### config.mk
export PLATFORM = sky130hd
export DESIGN_NAME = bfp_protect
export DESIGN_NICKNAME = d
export VERILOG_FILES = /design/src/verilog/bfp_protect.v
export VERILOG_INCLUDE_DIRS = /design/src /design/src/verilog
export SDC_FILE = /design/constraint.sdc
export NUM_CORES = 1
export LEC_CHECK = 0
export ABC_CLOCK_PERIOD_IN_PS = 2500
export CAP_MARGIN = 10
export CORE_ASPECT_RATIO = 1.4
export CORE_MARGIN = 2
export CORE_UTILIZATION = 45
export CTS_BUF_LIST = sky130_fd_sc_hd__clkbuf_2 sky130_fd_sc_hd__clkbuf_4 sky130_fd_sc_hd__clkbuf_8
export CTS_CLUSTER_DIAMETER = 100
export CTS_CLUSTER_SIZE = 40
export DETAILED_ROUTE_END_ITERATION = 7
export DONT_BUFFER_PORTS = 1
export GPL_ROUTABILITY_DRIVEN = 0
export PLACE_DENSITY_LB_ADDON = 0.05
export SYNTH_ARGS = -nofsm -noshare
export SYNTH_HDL_FRONTEND = slang
export SYNTH_SLANG_ARGS = --single-unit
### constraint.sdc
create_clock -name aclk -period 2.5 [get_ports aclk]
set_input_delay 0.125 -clock aclk [delete_from_list [all_inputs] [get_ports aclk]]
set_output_delay 0.125 -clock aclk [all_outputs]
set_load 0.005 [all_outputs]
### src/verilog/bfp_defines.vh
// constants for the boot flash protection block
`ifndef BFP_DEFINES_VH
`define BFP_DEFINES_VH

// register byte offsets on the axi4-lite bus
`define BFP_REG_CTRL      5'h00
`define BFP_REG_STATUS    5'h04
`define BFP_REG_LOCK      5'h08
`define BFP_REG_IRQ_STAT  5'h0c
`define BFP_REG_IRQ_MASK  5'h10

// control register fields
`define BFP_CTRL_RWW_REEN 0

// status register fields
`define BFP_STAT_RWW_BUSY 0
`define BFP_STAT_PROG     1
`define BFP_STAT_HALT     2
`define BFP_STAT_FUSE_LO  4
`define BFP_STAT_FUSE_HI  5

// lock register fields: one means unprogrammed
`define BFP_LOCK_APP_LO   0
`define BFP_LOCK_APP_HI   1
`define BFP_LOCK_BOOT_LO  2
`define BFP_LOCK_BOOT_HI  3
`define BFP_LOCK_RESET    4'hf

// interrupt status bits
`define BFP_IRQ_DONE      0
`define BFP_IRQ_ST_DENY   1
`define BFP_IRQ_LD_DENY   2
`define BFP_IRQ_W         3

// store operation codes
`define BFP_OP_FILL       2'h0
`define BFP_OP_ERASE      2'h1
`define BFP_OP_WRITE      2'h2

// flash map in words; the fixed no-read-while-write area is the top
`define BFP_AW            16
`define BFP_NO_READ_WHILE_WRITE_SECTION_START    16'hf000
`define BFP_BOOT_11       16'hfe00
`define BFP_BOOT_10       16'hfc00
`define BFP_BOOT_01       16'hf800
`define BFP_BOOT_00       16'hf000

// page program time
`define BFP_PROG_TIME_US  4000
`define BFP_CLK_MHZ       40

`endif

### src/verilog/bfp_protect.v
// boot flash self-programming protection and read-while-write arbitration
// Summary of operation
// - stores from application section are ignored
// - boot-section stores may target any address
// - boot section start comes from fuses
// - cpu runs during read-while-write section programming
// - cpu halted while programming no-read-while-write section
// - busy flag set while rww section blocked
// - busy stays after programming until software clears
// - boot section always inside no-read-while-write section
// - lock bits only program; chip erase restores
// - general memory lock never gates self-programming
// - application lock field encodings gate stores/loads
// - boot lock field encodings gate stores/loads
// - app lock suppresses irqs, vectors in boot
// - boot lock suppresses irqs, vectors in app
// - one is unprogrammed, zero is programmed
// - two independent lock fields
`include "bfp_defines.vh"
`default_nettype none

module bfp_protect #(
  parameter PROG_CYCLES = `BFP_PROG_TIME_US * `BFP_CLK_MHZ  // page erase/write length
) (
  // clock and reset
  input  wire        aclk,
  input  wire        aresetn,
  // axi4-lite write address
  input  wire [4:0]  s_axi_awaddr,
  input  wire        s_axi_awvalid,
  output wire        s_axi_awready,
  // axi4-lite write data
  input  wire [31:0] s_axi_wdata,
  input  wire [3:0]  s_axi_wstrb,
  input  wire        s_axi_wvalid,
  output wire        s_axi_wready,
  // axi4-lite write response
  output reg  [1:0]  s_axi_bresp,
  output reg         s_axi_bvalid,
  input  wire        s_axi_bready,
  // axi4-lite read address
  input  wire [4:0]  s_axi_araddr,
  input  wire        s_axi_arvalid,
  output wire        s_axi_arready,
  // axi4-lite read data
  output reg  [31:0] s_axi_rdata,
  output reg  [1:0]  s_axi_rresp,
  output reg         s_axi_rvalid,
  input  wire        s_axi_rready,
  // cpu program-memory request
  input  wire        req_valid,
  input  wire        req_store,
  input  wire [1:0]  req_op,
  input  wire [15:0] req_pc,
  input  wire [15:0] req_addr,
  output reg         resp_valid,
  output reg         resp_grant,
  // cpu side status
  input  wire        ivec_in_boot,
  output wire        cpu_halt,
  output wire        rww_read_block,
  output wire        irq_suppress,
  output wire        irq,
  // fuse pins and external programming port
  input  wire [1:0]  boot_size_fuses,
  input  wire        ext_lock_wr,
  input  wire [3:0]  ext_lock_data,
  input  wire        chip_erase
);

  ////////////////////////////////////////////////////////////////////////////
  // declarations
  reg  [1:0]  fuse_s1_q;        // fuse synchroniser, first stage
  reg  [1:0]  fuse_q;           // fuse synchroniser, second stage
  reg  [3:0]  lock_q;           // both lock fields
  reg         rww_busy_q;       // read-while-write section busy flag
  reg         prog_q;           // page erase or write in progress
  reg         prog_no_read_while_write_section_q;      // current program targets no_read_while_write_section area
  reg  [31:0] prog_cnt_q;       // remaining program cycles
  reg  [2:0]  irq_stat_q;       // sticky event bits
  reg  [2:0]  irq_mask_q;       // interrupt enables
  reg         aw_hold_q;        // write address captured
  reg  [4:0]  aw_addr_q;        // captured write address
  reg         w_hold_q;         // write data captured
  reg  [31:0] w_data_q;         // captured write data
  reg  [3:0]  w_strb_q;         // captured strobes
  reg  [15:0] boot_start;       // first word of boot section
  wire        pc_boot;          // instruction runs from boot section
  wire        tgt_boot;         // target lies in boot section
  wire        tgt_no_read_while_write_section;         // target lies in no_read_while_write_section area
  wire        app_no_st;        // application section store lock
  wire        app_no_ld;        // application section load lock
  wire        boot_no_st;       // boot section store lock
  wire        boot_no_ld;       // boot section load lock
  reg         allow;            // combinational verdict
  wire        is_prog_op;       // erase or write
  wire        wr_go;            // register write fires
  wire        rd_go;            // register read accepted
  wire        req_fire;         // request accepted this cycle
  wire        prog_done;        // last program cycle
  reg  [2:0]  ev;               // events this cycle
  wire [31:0] wr_val;           // write data, byte-lane masked

  ////////////////////////////////////////////////////////////////////////////
  // fuse pins cross two flip-flops before use
  always @(posedge aclk) begin
    if (!aresetn) begin
      fuse_s1_q <= 2'h3;
      fuse_q    <= 2'h3;
    end else begin
      fuse_s1_q <= boot_size_fuses;
      fuse_q    <= fuse_s1_q;
    end
  end

  ////////////////////////////////////////////////////////////////////////////
  // section decode
  // boot start from fuses; every choice sits at or above no_read_while_write_section start
  always @* begin
    case (fuse_q)
      2'h3:    boot_start = `BFP_BOOT_11;
      2'h2:    boot_start = `BFP_BOOT_10;
      2'h1:    boot_start = `BFP_BOOT_01;
      default: boot_start = `BFP_BOOT_00;
    endcase
  end

  // instruction and target sections compared before locks apply
  assign pc_boot  = (req_pc >= boot_start);
  assign tgt_boot = (req_addr >= boot_start);
  assign tgt_no_read_while_write_section = (req_addr >= `BFP_NO_READ_WHILE_WRITE_SECTION_START);

  // lock decode: a zero bit is programmed
  assign app_no_st  = ~lock_q[`BFP_LOCK_APP_LO];     // modes 10 and 00
  assign app_no_ld  = ~lock_q[`BFP_LOCK_APP_HI];     // modes 00 and 01
  assign boot_no_st = ~lock_q[`BFP_LOCK_BOOT_LO];
  assign boot_no_ld = ~lock_q[`BFP_LOCK_BOOT_HI];

  assign is_prog_op = (req_op == `BFP_OP_ERASE) || (req_op == `BFP_OP_WRITE);

  ////////////////////////////////////////////////////////////////////////////
  // access verdict; no general memory lock input exists, so none gates it
  always @* begin
    allow = 1'b1;
    if (req_store) begin
      if (!pc_boot) begin
        allow = 1'b0;
      end else if (tgt_boot) begin
        allow = ~boot_no_st;
      end else begin
        allow = ~app_no_st;
      end
      // a second erase or write cannot start while one runs
      if (prog_q && is_prog_op) begin
        allow = 1'b0;
      end
    end else begin
      // loads across sections obey the target's load lock
      if (pc_boot && !tgt_boot && app_no_ld) begin
        allow = 1'b0;
      end
      if (!pc_boot && tgt_boot && boot_no_ld) begin
        allow = 1'b0;
      end
      // rww data cannot be read while the section is blocked
      if (!tgt_no_read_while_write_section && rww_busy_q) begin
        allow = 1'b0;
      end
    end
  end

  // requests wait while the cpu is halted
  assign req_fire = req_valid && !cpu_halt;

  ////////////////////////////////////////////////////////////////////////////
  // request answer: one cycle after acceptance
  always @(posedge aclk) begin
    if (!aresetn) begin
      resp_valid <= 1'b0;
      resp_grant <= 1'b0;
    end else begin
      resp_valid <= req_fire;
      resp_grant <= req_fire && allow;
    end
  end

  ////////////////////////////////////////////////////////////////////////////
  // programming timer and busy flag
  assign prog_done = prog_q && (prog_cnt_q == 32'h1);

  always @(posedge aclk) begin
    if (!aresetn) begin
      prog_q      <= 1'b0;
      prog_no_read_while_write_section_q <= 1'b0;
      prog_cnt_q  <= 32'h0;
      rww_busy_q  <= 1'b0;
    end else begin
      if (req_fire && allow && req_store && is_prog_op) begin
        // start: rww target keeps cpu running, no_read_while_write_section target halts it
        prog_q      <= 1'b1;
        prog_no_read_while_write_section_q <= tgt_no_read_while_write_section;
        prog_cnt_q  <= PROG_CYCLES;
        if (!tgt_no_read_while_write_section) begin
          rww_busy_q <= 1'b1;
        end
      end else if (prog_q) begin
        prog_cnt_q <= prog_cnt_q - 32'h1;
        if (prog_done) begin
          prog_q      <= 1'b0;
          prog_no_read_while_write_section_q <= 1'b0;
        end
      end
      // busy outlives programming until re-enable or a page fill;
      // a programming start in the same cycle wins over a clear
      if (rww_busy_q && !prog_q && !(req_fire && allow && req_store && is_prog_op)) begin
        if (wr_go && (aw_addr_q == `BFP_REG_CTRL) && wr_val[`BFP_CTRL_RWW_REEN]) begin
          rww_busy_q <= 1'b0;
        end
        if (req_fire && allow && req_store && (req_op == `BFP_OP_FILL)) begin
          rww_busy_q <= 1'b0;
        end
      end
    end
  end

  // halt covers the whole no_read_while_write_section operation; rww blocked while busy
  assign cpu_halt       = prog_q && prog_no_read_while_write_section_q;
  assign rww_read_block = rww_busy_q;

  ////////////////////////////////////////////////////////////////////////////
  // interrupt suppression from locked vectors
  assign irq_suppress = (ivec_in_boot && !pc_boot && app_no_ld)
                      || (!ivec_in_boot && pc_boot && boot_no_ld);

  ////////////////////////////////////////////////////////////////////////////
  // axi4-lite write path: address and data taken in either order
  assign s_axi_awready = !aw_hold_q;
  assign s_axi_wready  = !w_hold_q;
  assign wr_go         = aw_hold_q && w_hold_q && !s_axi_bvalid;
  assign wr_val        = { {8{w_strb_q[3]}}, {8{w_strb_q[2]}},
                           {8{w_strb_q[1]}}, {8{w_strb_q[0]}} } & w_data_q;

  always @(posedge aclk) begin
    if (!aresetn) begin
      aw_hold_q    <= 1'b0;
      aw_addr_q    <= 5'h00;
      w_hold_q     <= 1'b0;
      w_data_q     <= 32'h0;
      w_strb_q     <= 4'h0;
      s_axi_bvalid <= 1'b0;
      s_axi_bresp  <= 2'h0;
    end else begin
      // capture address
      if (s_axi_awvalid && !aw_hold_q) begin
        aw_hold_q <= 1'b1;
        aw_addr_q <= s_axi_awaddr;
      end
      // capture data
      if (s_axi_wvalid && !w_hold_q) begin
        w_hold_q <= 1'b1;
        w_data_q <= s_axi_wdata;
        w_strb_q <= s_axi_wstrb;
      end
      // respond once both are in
      if (wr_go) begin
        s_axi_bvalid <= 1'b1;
        case (aw_addr_q)
          `BFP_REG_CTRL, `BFP_REG_STATUS, `BFP_REG_LOCK,
          `BFP_REG_IRQ_STAT, `BFP_REG_IRQ_MASK: s_axi_bresp <= 2'h0;
          default:                              s_axi_bresp <= 2'h2;
        endcase
      end else if (s_axi_bvalid && s_axi_bready) begin
        s_axi_bvalid <= 1'b0;
        aw_hold_q    <= 1'b0;
        w_hold_q     <= 1'b0;
      end
    end
  end

  ////////////////////////////////////////////////////////////////////////////
  // lock bits: writes only program (clear) bits; chip erase restores ones
  always @(posedge aclk) begin
    if (!aresetn) begin
      lock_q <= `BFP_LOCK_RESET;
    end else if (chip_erase) begin
      lock_q <= `BFP_LOCK_RESET;
    end else begin
      // all four bits are and-ed at once; a field written with ones is untouched
      if (wr_go && (aw_addr_q == `BFP_REG_LOCK) && ext_lock_wr) begin
        lock_q <= lock_q & (wr_val[3:0] | ~{4{w_strb_q[0]}}) & ext_lock_data;
      end else if (wr_go && (aw_addr_q == `BFP_REG_LOCK)) begin
        lock_q <= lock_q & (wr_val[3:0] | ~{4{w_strb_q[0]}});
      end else if (ext_lock_wr) begin
        lock_q <= lock_q & ext_lock_data;
      end
    end
  end

  ////////////////////////////////////////////////////////////////////////////
  // interrupt status: set wins over a write-one clear
  always @* begin
    ev = 3'h0;
    ev[`BFP_IRQ_DONE]    = prog_done;
    ev[`BFP_IRQ_ST_DENY] = req_fire && req_store && !allow;
    ev[`BFP_IRQ_LD_DENY] = req_fire && !req_store && !allow;
  end

  always @(posedge aclk) begin
    if (!aresetn) begin
      irq_stat_q <= 3'h0;
      irq_mask_q <= 3'h0;
    end else begin
      if (wr_go && (aw_addr_q == `BFP_REG_IRQ_STAT)) begin
        irq_stat_q <= (irq_stat_q & ~wr_val[2:0]) | ev;
      end else begin
        irq_stat_q <= irq_stat_q | ev;
      end
      if (wr_go && (aw_addr_q == `BFP_REG_IRQ_MASK) && w_strb_q[0]) begin
        irq_mask_q <= w_data_q[2:0];
      end
    end
  end

  assign irq = |(irq_stat_q & irq_mask_q);

  ////////////////////////////////////////////////////////////////////////////
  // axi4-lite read path: one answer at a time
  assign s_axi_arready = !s_axi_rvalid;
  assign rd_go         = s_axi_arvalid && !s_axi_rvalid;

  always @(posedge aclk) begin
    if (!aresetn) begin
      s_axi_rvalid <= 1'b0;
      s_axi_rdata  <= 32'h0;
      s_axi_rresp  <= 2'h0;
    end else if (rd_go) begin
      s_axi_rvalid <= 1'b1;
      s_axi_rresp  <= 2'h0;
      s_axi_rdata  <= 32'h0;
      case (s_axi_araddr)
        `BFP_REG_CTRL: begin
          s_axi_rdata <= 32'h0;                      // action bit reads zero
        end
        `BFP_REG_STATUS: begin
          s_axi_rdata[`BFP_STAT_RWW_BUSY] <= rww_busy_q;
          s_axi_rdata[`BFP_STAT_PROG]     <= prog_q;
          s_axi_rdata[`BFP_STAT_HALT]     <= cpu_halt;
          s_axi_rdata[`BFP_STAT_FUSE_HI:`BFP_STAT_FUSE_LO] <= fuse_q;
        end
        `BFP_REG_LOCK: begin
          s_axi_rdata[3:0] <= lock_q;
        end
        `BFP_REG_IRQ_STAT: begin
          s_axi_rdata[2:0] <= irq_stat_q;
        end
        `BFP_REG_IRQ_MASK: begin
          s_axi_rdata[2:0] <= irq_mask_q;
        end
        default: begin
          s_axi_rresp <= 2'h2;                       // unmapped: slave error
        end
      endcase
    end else if (s_axi_rready) begin
      s_axi_rvalid <= 1'b0;
    end
  end

endmodule

`default_nettype wire

; Word level (Yosys, flattened, before mapping)
; Index checks and enable logic that the tools add are counted.
[totals]
reg_bits = 75
wordCells = 159
[op_classes]
n_addsub = 1
order_cmp = 3
eq_ne = 14
muxes = 40
n_bitwise = 14
n_reduce_logical = 65
[ops]
columns = operator, count
row1 = logical AND 1 bit, 36
row2 = two-way mux 18 bit, 2
row3 = one-hot mux 12 bit (3 select lines), 1
row4 = equality test 32 x 1 -> 1 bit (second input constant), 1
row5 = greater-or-equal comparator 16 bit, 2
row6 = subtractor 32 x 1 -> 32 bit (second input constant), 1
row7 = two-way mux 1 bit, 29
row8 = equality test 5 x 4 -> 1 bit (second input constant), 4
row9 = bitwise AND 4 bit, 4
row10 = greater-or-equal comparator 16 bit (second input constant), 1
row11 = logical NOT 1 bit, 13
row12 = two-way mux 4 bit, 3
row13 = one-hot mux 3 bit (4 select lines), 1
row14 = equality test 5 x 3 -> 1 bit (second input constant), 2
row15 = equality test 5 bit (second input constant), 2
row16 = logical NOT 5 bit, 2
row17 = OR reduction 5 bit, 2
row18 = nonzero test 2 bit, 4
row19 = bitwise AND 3 bit, 2
row20 = equality test 2 bit (second input constant), 3
row21 = two-way mux 2 bit, 3
row22 = bitwise OR 3 bit, 2
row23 = equality test 2 x 1 -> 1 bit (second input constant), 2
row24 = NOT 4 bit, 1
row25 = 10 further kinds, 14

; Depth between registers and ports, before layout
; Gate-level depths: netlist of the first run.
[depth]
depth_word = 17
ltp_mapped = 10
ltp_nobuf = 8

; Worst setup path before layout of the first run
; Ideal clock, no wire load.
[synth_timing]
kind = register to register
from = register fuse_q[0]
to = register prog_cnt_q[10]
setup_ns = 0.117
arrival_time_ns = 2.188
path_slack_ns = 0.195
path_stages_with_launch = 11
path_buffers = 2
synth_period_minus_slack_ns = 2.305
cell_sequence = dfxtp_1 and2_1 ha_1 nor4bb_1 and4b_1 o21ai_0 a2111o_1 buf_2 nand2_2 buf_2 nor2_1
[synth_between]
elab_chain_cells = 14
elab_cells_between_ends = 23
classes_between = order compare: 2 / eq/ne: 3 / mux: 8 / reduce/logical: 10
[synth_rtl]
columns = item, line
row1 = "start, declared", bfp_protect.v:74  ; reg [1:0] fuse_q;
row2 = "start signal, assigned", bfp_protect.v:112  ; fuse_q <= fuse_s1_q;
row3 = equality test 2 x 1 -> 1 bit or equality test 2 bit (tied branches), bfp_protect.v:120  ; case (fuse_q)
row4 = one-hot mux 12 bit (3 select lines) (*), bfp_protect.v:120
row5 = greater-or-equal comparator 16 bit, bfp_protect.v:130  ; assign tgt_boot = (req_addr >= boot_start);
row6 = logical NOT 1 bit, bfp_protect.v:159  ; if (pc_boot && !tgt_boot && app_no_ld) begin
row7 = logical AND 1 bit (2 in series), bfp_protect.v:159
row8 = two-way mux 1 bit, bfp_protect.v:159
row9 = two-way mux 1 bit, bfp_protect.v:162  ; if (!pc_boot && tgt_boot && boot_no_ld) begin
row10 = two-way mux 1 bit, bfp_protect.v:166  ; if (!tgt_no_read_while_write_section && rww_busy_q) begin
row11 = two-way mux 1 bit (*), bfp_protect.v:145  ; if (req_store) begin
row12 = logical AND 1 bit (*) (3 in series), bfp_protect.v:198  ; if (req_fire && allow && req_store && is_prog_op) begin
row13 = OR reduction 2 bit (no source line) (*), n/a
row14 = "end signal, assigned", bfp_protect.v:207  ; prog_cnt_q <= prog_cnt_q - 32'h1;
row15 = "end, declared", bfp_protect.v:79  ; reg [31:0] prog_cnt_q;
; Every way passes the cells marked *; elsewhere a longest branch is shown, timed or not.
; A chain may end at the register's enable or synchronous reset.

; Worst setup path after layout of the first run
[layout_timing]
from = register fuse_q[0]
to = register prog_cnt_q[26]
; The elaborated chain is that of the path after synthesis.

==> results summary, run 1 <==
The number of DRC markers after the initial detailed-route iteration came out at 83. In this run the power spent charging and discharging nets is 0.000558 W. No sink is reached through more buffers than the 2 on the longest clock path.

Counting flops with an async set or reset pin after synthesis yields a share of 0%. In the synthesized netlist the dominant register cell turns out to be dfxtp_1. The tightest min-delay check is of the primary input to flip-flop type. After synthesis, the most frequently instantiated cells are dfxtp_1, nor2_1, buf_4. The mean instance size in the synthesized netlist is 9.07 um^2. The number of cell rows is 39. The path type of the worst setup path is flip-flop to flip-flop.

The number of buffers added by the clock tree synthesis step came out at 9. The cell count of the worst hold path is 2. The capture point of the worst reg-to-reg path is prog_cnt_q[26]. After detailed routing, the number of remaining DRC violations is 0. The placed wire-length estimate is 5830 um. The register-to-register setup slack came out at 0.16 ns. Once detail routing completed, the nets flagged for antenna violations numbered 0. Global routing used 18.9% of the available tracks.

Summed over all instances, the cell type with the most area after synthesis is dfxtp_1. The share of post-route cells with drive strength above 1 is 9.80%. STA puts the critical path data arrival time at 2.59 ns. The fraction of the cycle the final worst path needs came out at 93.7%.

Setup violations remaining at the end of the flow were counted as 0. The finished layout cell area is 4290 um^2. TritonCTS built the clock tree. The flow ran to the end, and the final reports show no timing, DRC or antenna violations. Across the VDD grid, the largest voltage drop is 0.000364 V.

The total number of vias came out at 2832. The static power due to leakage came out at 1.72 nW. The overall die area is 9060 um^2.

Yosys printed 0 warnings. The fraction of post-synthesis cell area in the top cell type by area is 39.1%. The power consumption came out at 0.00225 W. The post-synthesis to final-layout area growth came out at 14.8%.

The worst relative slew slack is 58.7%. Fill cells in the final layout number 804. STA puts the critical path data required time at 2.75 ns. The clock transition at the registers of the reported paths came out at 0.08 ns. The nature of the critical path endpoint is a flip-flop.

The count of antenna diodes in the layout came out at 0. The number of synthesized register bits came out at 73. After clock tree synthesis, the setup repair step added 0 buffers.

The clock arrives with 0.0118 ns of skew. The first-pass GRT wire length is 13300 um. The most common cell in the synthesized netlist is dfxtp_1. Summing all multi-input logic gate instances after layout gives 2080 um^2. The number of distinct standard cells referenced by the synthesized netlist came out at 60. Sorting the synthesized cells by area gives the leading types as dfxtp_1, buf_4, nor2b_1. Sequential elements use 39.1% of the synthesized area. In this run the critical register-to-register path is launched from fuse_q[0]. Before antenna repair, the detailed router went through 4 iterations.

The die is 112 um tall. The I/O pin count came out at 145. The CTS H-tree depth is 3.

The switching share of power is 24.8%. The number of enable flip-flop cells after synthesis came out at 0. The detailed-route vias per instance came out at 5.14. The sequential cells in the finished layout cover a total of 1460 um^2. The number of hold-slack violations in the final timing report was 0. The area of the core came out at 8100 um^2. The clock network latency to the later pin of the worst-skew pair is 0.35 ns. The initial antenna violation count was 0. Tracing the worst setup path back leads to its startpoint at fuse_q[0].

The number of global-route vias before repair is 2828. The startpoint identified for the worst hold timing path is s_axi_araddr[2]. The effective utilization at floorplan is 46.1%. For the finished layout, the period the worst path requires is 2.34 ns. The critical-path maximum fanout came out at 7. The internal power consumption is 0.00169 W. Port buffering added 0 buffers.

The worst register-to-register path has a depth of 9. Derived from the worst setup path, the maximum achievable clock frequency is 427 MHz. Across all setup checks in the final design, the least slack found is 0.157 ns. The combined area of all synthesized cells came out at 3740 um^2. The power per cell area is 524 nW/um^2. The share of power burned in registers is 54.1%. The worst-margin pin slew came out at 0.614 ns. The width of the die is 81.0 um. The net count reported at finish is 551. The combinational share of power came out at 8.7%. The maximum number of pins on one net before global-route repair came out at 41. The number of slew-limit violations in the final report came out at 0.

Summing all placed instances gives a cell area of 3740 um^2. The worst-case setup slack after placement came out at 0.104 ns. Global routing finished with a remaining overflow of 0. The clock sink count is 73. For hold timing, the worst endpoint is s_axi_rresp[1]. The tree is rooted in a clkbuf_8.

Of the total power, the clock network draws 37.3%. The kind of launch point of the worst setup path is a flip-flop. The gate count of the mapped netlist came out at 412. Across the run, the number of max-cap violations was 0.

The average routed wire per standard cell came out at 15.4 um. The overall routed net length came out at 8470 um.
kinds of logic (layout without fill, tap and decap cells):
group / count (synthesis) / in the layout / share of synthesized area [%]
flip-flops: 73 / 73 / 39.1
AO/OA/AOI/OAI: 55 / 55 / 10.2
multiplexers: 16 / 16 / 4.29
buffers and inverters: 57 / 67 / 8.74
XOR/XNOR: 29 / 29 / 6.80
other: 1 / 28 / 0.100
adder cells (fa/ha/maj): 9 / 9 / 3.01
AND/OR/NAND/NOR: 172 / 172 / 27.7
layout make-up:
type | instances | area share [%]
tap | 102 | 2.97
multi-input combinational | 309 | 48.4
timing repair buffer | 34 | 8.95
sequential | 73 | 34.1
inverter | 17 | 1.49
clock inverter | 5 | 0.729
clock buffer | 11 | 3.38
sequential cells by signal (all words and copies together) (netlist names):
name                                count
prog_cnt_q                             32
s_axi_rdata                             6
aw_addr_q                               5
lock_q                                  4
w_data_q                                4
irq_mask_q                              3
irq_stat_q                              3
fuse_q                                  2
fuse_s1_q                               2
aw_hold_q                               1
prog_no_read_while_write_section_q      1
prog_q                                  1
resp_grant                              1
resp_valid                              1
rww_read_block                          1
s_axi_bresp                             1
s_axi_bvalid                            1
s_axi_rresp                             1
s_axi_rvalid                            1
w_hold_q                                1
w_strb_q                                1
power groups by stage:
| stage | clock network, W | logic, W | registers (W) |
|---|---|---|---|
| floorplan | 0 | 0.000148 | 0.00123 |
| global placement | 0 | 0.000130 | 0.00124 |
| detailed placement | 0 | 0.000133 | 0.00124 |
| CTS | 0.000866 | 0.000178 | 0.00121 |
| global route | 0.000911 | 0.000218 | 0.00122 |
| finish | 0.000838 | 0.000194 | 0.00121 |
layout by cell type, fill, tap and decap left out, types with 8 or more instances in the layout:
| cell type | Yosys | final |
|---|---|---|
| inv_1 | 17 | 17 |
| nor2b_1 | 27 | 27 |
| xor2_1 | 11 | 11 |
| dfxtp_1 | 73 | 72 |
| nor2_1 | 39 | 39 |
| a22oi_1 | 8 | 8 |
| nor3_1 | 10 | 10 |
| nand2_1 | 26 | 26 |
| o21ai_0 | 13 | 13 |
| dlygate4sd3_1 | 0 | 26 |
| xnor2_1 | 18 | 18 |
| mux2i_1 | 16 | 16 |
| ha_1 | 9 | 9 |
| conb_1 | 1 | 28 |
| clkbuf_8 | 0 | 10 |
stage by stage:
stage | hold slack (ns) | util (%) | setup TNS, ns | cells
2_1_floorplan | 0.226 | - | 0 | 439
3_3_place_gp | 0.207 | 46.2 | 0 | 505
3_5_place_dp | 0.208 | 46.2 | 0 | 505
4_1_cts | 0.00192 | 51.9 | 0 | 548
5_1_grt | 0.0178 | 53.0 | -0.0417 | 551
6_report | 0.0156 | 53.0 | 0 | 551
per-layer routing:
layer / part of all wire [%] / GRT usage [%] / vias to the layer above
met1: 39 / 20.9 / 1336
li1: - / - / 1436
met4: 1.9 / 7.68 / 0
met5: 0 / 0 / -
met3: 4.4 / 5.35 / 14
met2: 55 / 33.1 / 46
worst max path at each step:
stage | to | cells past startpoint | slack [ns]
2_1_floorplan | prog_cnt_q[10] | 10 | 0.19
3_3_place_gp | prog_cnt_q[1] | 9 | 0.11
5_1_grt | prog_cnt_q[26] | 9 | -0.008
4_1_cts | prog_cnt_q[1] | 9 | 0.09
6_report | prog_cnt_q[26] | 9 | 0.16
3_5_place_dp | prog_cnt_q[1] | 9 | 0.10
repair_timing:
action                                  4_1_cts  5_1_grt
gates resized for setup                       0        5
hold buffers                                 27        0
endpoints found under the setup margin        0       30
hold endpoints to repair                     46        0
worst max-delay path: stages (launching register included):
cell and delay (ns):
dfxtp_1 0.35, nor2_1 0.07, ha_1 0.31, nor4b_2 0.24
and4b_1 0.24, o21ai_0 0.10, a2111o_1 0.54, nand2_4 0.17
clkbuf_16 0.17, nor2_1 0.05
Note: power is estimated with default switching activity, not from simulation.
==> run 2, diff against run 1 <==
==> constraint.sdc (replaced) <==
create_clock -name aclk -period 2.5 [get_ports aclk]
set_input_delay 0.125 -clock aclk [delete_from_list [all_inputs] [get_ports aclk]]
set_output_delay 0.125 -clock aclk [all_outputs]
set_load 0.05 [all_outputs]
==> results summary, run 2 (synthesized netlist as in run 1, its figures left out) <==
The flow ran to the end, and the final reports show no timing, DRC or antenna violations. The detailed router used layers up to and including met4. Setup repair after global routing left no endpoint under its margin. The width of the die came out at 81.0 um (unchanged). The root buffer cell chosen for the clock tree is clkbuf_8. The overall die area is 9060 um^2 (unchanged). The register-to-register setup slack was 0.18 ns (+0.02 ns). The net count reported at finish came out at 556 (+0.91%). The sum of routed wire segments on met1 came out at 3280 um (-0.64%). The CTS H-tree depth is 3 (unchanged). The total global routing track utilization is 19.1% (+0.24 points).

The maximum number of pins on one net before global-route repair is 40 (-2.4%). The data arrival at the endpoint of the critical path came to 2.21 ns (-0.38 ns). The share of power burned in registers was 50.5% (-3.6 points). The number of cells on the worst reg-to-reg path came out at 9 (unchanged). The internal power consumption was 0.00179 W (+5.8%). The number of hold-slack violations in the final timing report came out at 0 (unchanged). The data required time at the worst endpoint came to 2.38 ns (-0.37 ns). The critical-path maximum fanout came out at 5 (-2). The fraction of the cycle the final worst path needs is 93.4% (-0.36 points). The placed wire-length estimate was 5870 um (+0.78%). The flip-flop count of the largest register after layout came to 32 (unchanged). The total grt overflow is 0 (unchanged). The clock period minus worst slack is 2.33 ns (-0.00890 ns). The initial antenna violation count came out at 0 (unchanged). The min-delay analysis places its worst path in the category primary input to flip-flop. The clock transition at the registers of the reported paths is 0.08 ns (about the same). The startpoint identified for the worst register-to-register timing path is fuse_q[1]. The worst setup path is of the flip-flop to output port kind. The I/O pin count was 145 (unchanged). The number of global-route vias before repair came out at 2829 (+0.035%).

The setup skew after layout is 0.00716 ns (-0.00459 ns). In the layout the commonest cells are dfxtp_1, nor2_1, conb_1, nor2b_1, dlygate4sd3_1. The combinational share of power came out at 12.1% (+3.4 points).

The standard cell area after detailed placement was 3790 um^2 (+1.1%). The worst relative slew slack came out at 61.6% (+2.9 points). The finished layout cell area came to 4350 um^2 (+1.4%). The total number of vias came to 2879 (+1.7%). The register containing the most flip-flops in the final layout is prog_cnt_q. The average routed wire per standard cell is 15.0 um (-2.7%). The number of buffers added on ports came out at 0 (unchanged). The area used by sequential logic in the layout came out at 1460 um^2 (about the same). The static power due to leakage came out at 1.76 nW (+1.8%). The clock network latency to the later pin of the worst-skew pair came out at 0.35 ns (about the same). The total area of multi-input combinational cells is 2090 um^2 (+0.66%). The switching share of power is 26.7% (+1.9 points). The fmax came out at 428 MHz (+0.38%). The effective utilization at floorplan is 46.1% (unchanged). The number of remaining DRC errors is 0 (unchanged). The number of cell rows is 39 (unchanged). The number of DRC markers after the initial detailed-route iteration is 57 (-31%). STA classifies the critical path endpoint as an output port. The peak supply drop is 0.000370 V (+1.6%). The number of buffers added by the clock tree synthesis step is 9 (unchanged). The first-pass GRT wire length was 13300 um (+0.36%). The switching power came out at 0.000651 W (+17%). The worst-margin pin slew came to 0.574 ns (-0.0397 ns).

The count of antenna diodes in the layout came out at 0 (unchanged). The clock tree from TritonCTS is done. The filler cell count in the final layout is 794 (-1.2%). The worst hold path begins at s_axi_araddr[3].

The total of endpoints with negative setup slack in the final report was 0 (unchanged). The maximum clock path buffer count is 2 (unchanged). The power per cell area is 561 nW/um^2 (+7.1%). The number of maximum-capacitance violations came out at 0 (unchanged).

The worst min-delay path endpoint is s_axi_rresp[1]. The part of the power in the clock network came to 37.4% (about the same). The largest registers in the layout are prog_cnt_q: 32 flops, s_axi_rdata: 6 flops, aw_addr_q: 5 flops. The detailed-routed wire length on met2 is 4480 um (-3.4%). The sum of negative setup slack came out at 0 ns (unchanged). Leaving out fill and tap cells, the most frequent cell in the layout is dfxtp_1. The met3 wire length came out at 289 um (-22%). The number of nets with antenna violations after detailed routing is 0 (unchanged). STA classifies the critical path startpoint as a flip-flop. The post-synthesis to final-layout area growth is 16.4%. The area of the core came to 8100 um^2 (unchanged). The share of post-route cells with drive strength above 1 came out at 11.0% (+1.2 points).

The die height came out at 112 um (unchanged). The number of iterations in the first detailed-routing pass came out at 5 (+1). The cell count of the worst hold path was 2 (unchanged).

The endpoint identified for the worst register-to-register timing path is prog_cnt_q[1]. The power consumption is 0.00244 W (+8.5%). The clock sink count came to 73 (unchanged). The overall routed net length came out at 8320 um (-1.8%). The number of slew-limit violations in the final report came to 0 (unchanged). The detailed-route vias per instance was 5.18 (+0.75%).
==> run 2: changes by cell type in the layout (fill, tap and decap cells not counted), sizes merged <==
cell,before,now
buf,6,11
clkinv,4,0
clkbuf,13,16
dlygate4sd3,26,27
==> run 2: repair_timing <==
item | CTS | global route
setup buffers | 0 | 1
hold buffers | 28 | 0
setup endpoints to repair | 0 | 37
resized for setup | 0 | 7
hold endpoints to repair | 46 | 0
==> run 2: critical path, cell delays in order (launching register included) <==
cell	delay (ns)
dfxtp_2	0.33
nor2_1	0.16
ha_1	0.28
nor2b_1	0.14
a221oi_1	0.26
a21o_1	0.27
nand3b_1	0.12
o31ai_2	0.07
buf_4	0.23
==> run 2: worst max path at each step <==
stage	from	end	depth (start not counted)
after detailed placement	fuse_q[1]	prog_cnt_q[1]	9
after global placement	fuse_q[0]	prog_cnt_q[1]	9
after CTS	fuse_q[1]	prog_cnt_q[1]	9
after floorplan	fuse_q[0]	prog_cnt_q[10]	10
after global routing	fuse_q[1]	irq_suppress	8
final	fuse_q[1]	irq_suppress	8
==> run 2: final cells by class <==
| class | instances | share of cell area [%] |
|---|---|---|
| repair buffers | 39 | 9.26 |
| flip-flops and latches | 73 | 33.7 |
| clock inverters | 1 | 0.173 |
| inverters | 17 | 1.47 |
| well taps | 102 | 2.93 |
| clock buffers | 15 | 4.46 |
| multi-input cells | 309 | 48.0 |
==> run 2: per-layer routing <==
| metal | global-route usage (%) | up-vias |
|---|---|---|
| met1 | 21.1 | 1356 |
| li1 | - | 1445 |
| met4 | 8.59 | 0 |
| met3 | 4.78 | 21 |
| met2 | 33.6 | 57 |
| met5 | 0 | - |
==> run 2: power by group through the flow <==
stage | combinational [W] | sequential [W] | clock (W)
after floorplan | 0.000247 | 0.00126 | 0
after global placement | 0.000236 | 0.00126 | 0
after detailed placement | 0.000238 | 0.00126 | 0
after CTS | 0.000285 | 0.00123 | 0.000946
after global routing | 0.000318 | 0.00124 | 0.000995
final | 0.000295 | 0.00123 | 0.000912
==> run 2: stage by stage <==
stage                     worst slack (ns)  hold WS, ns  cells  utilization [%]
after floorplan                      0.195        0.226    439                -
after global placement               0.104        0.207    510             46.8
after detailed placement             0.102        0.213    510             46.8
after CTS                           0.0790      0.00310    554             52.8
after global routing               0.00183       0.0171    556             53.7
final                                0.166       0.0163    556             53.7
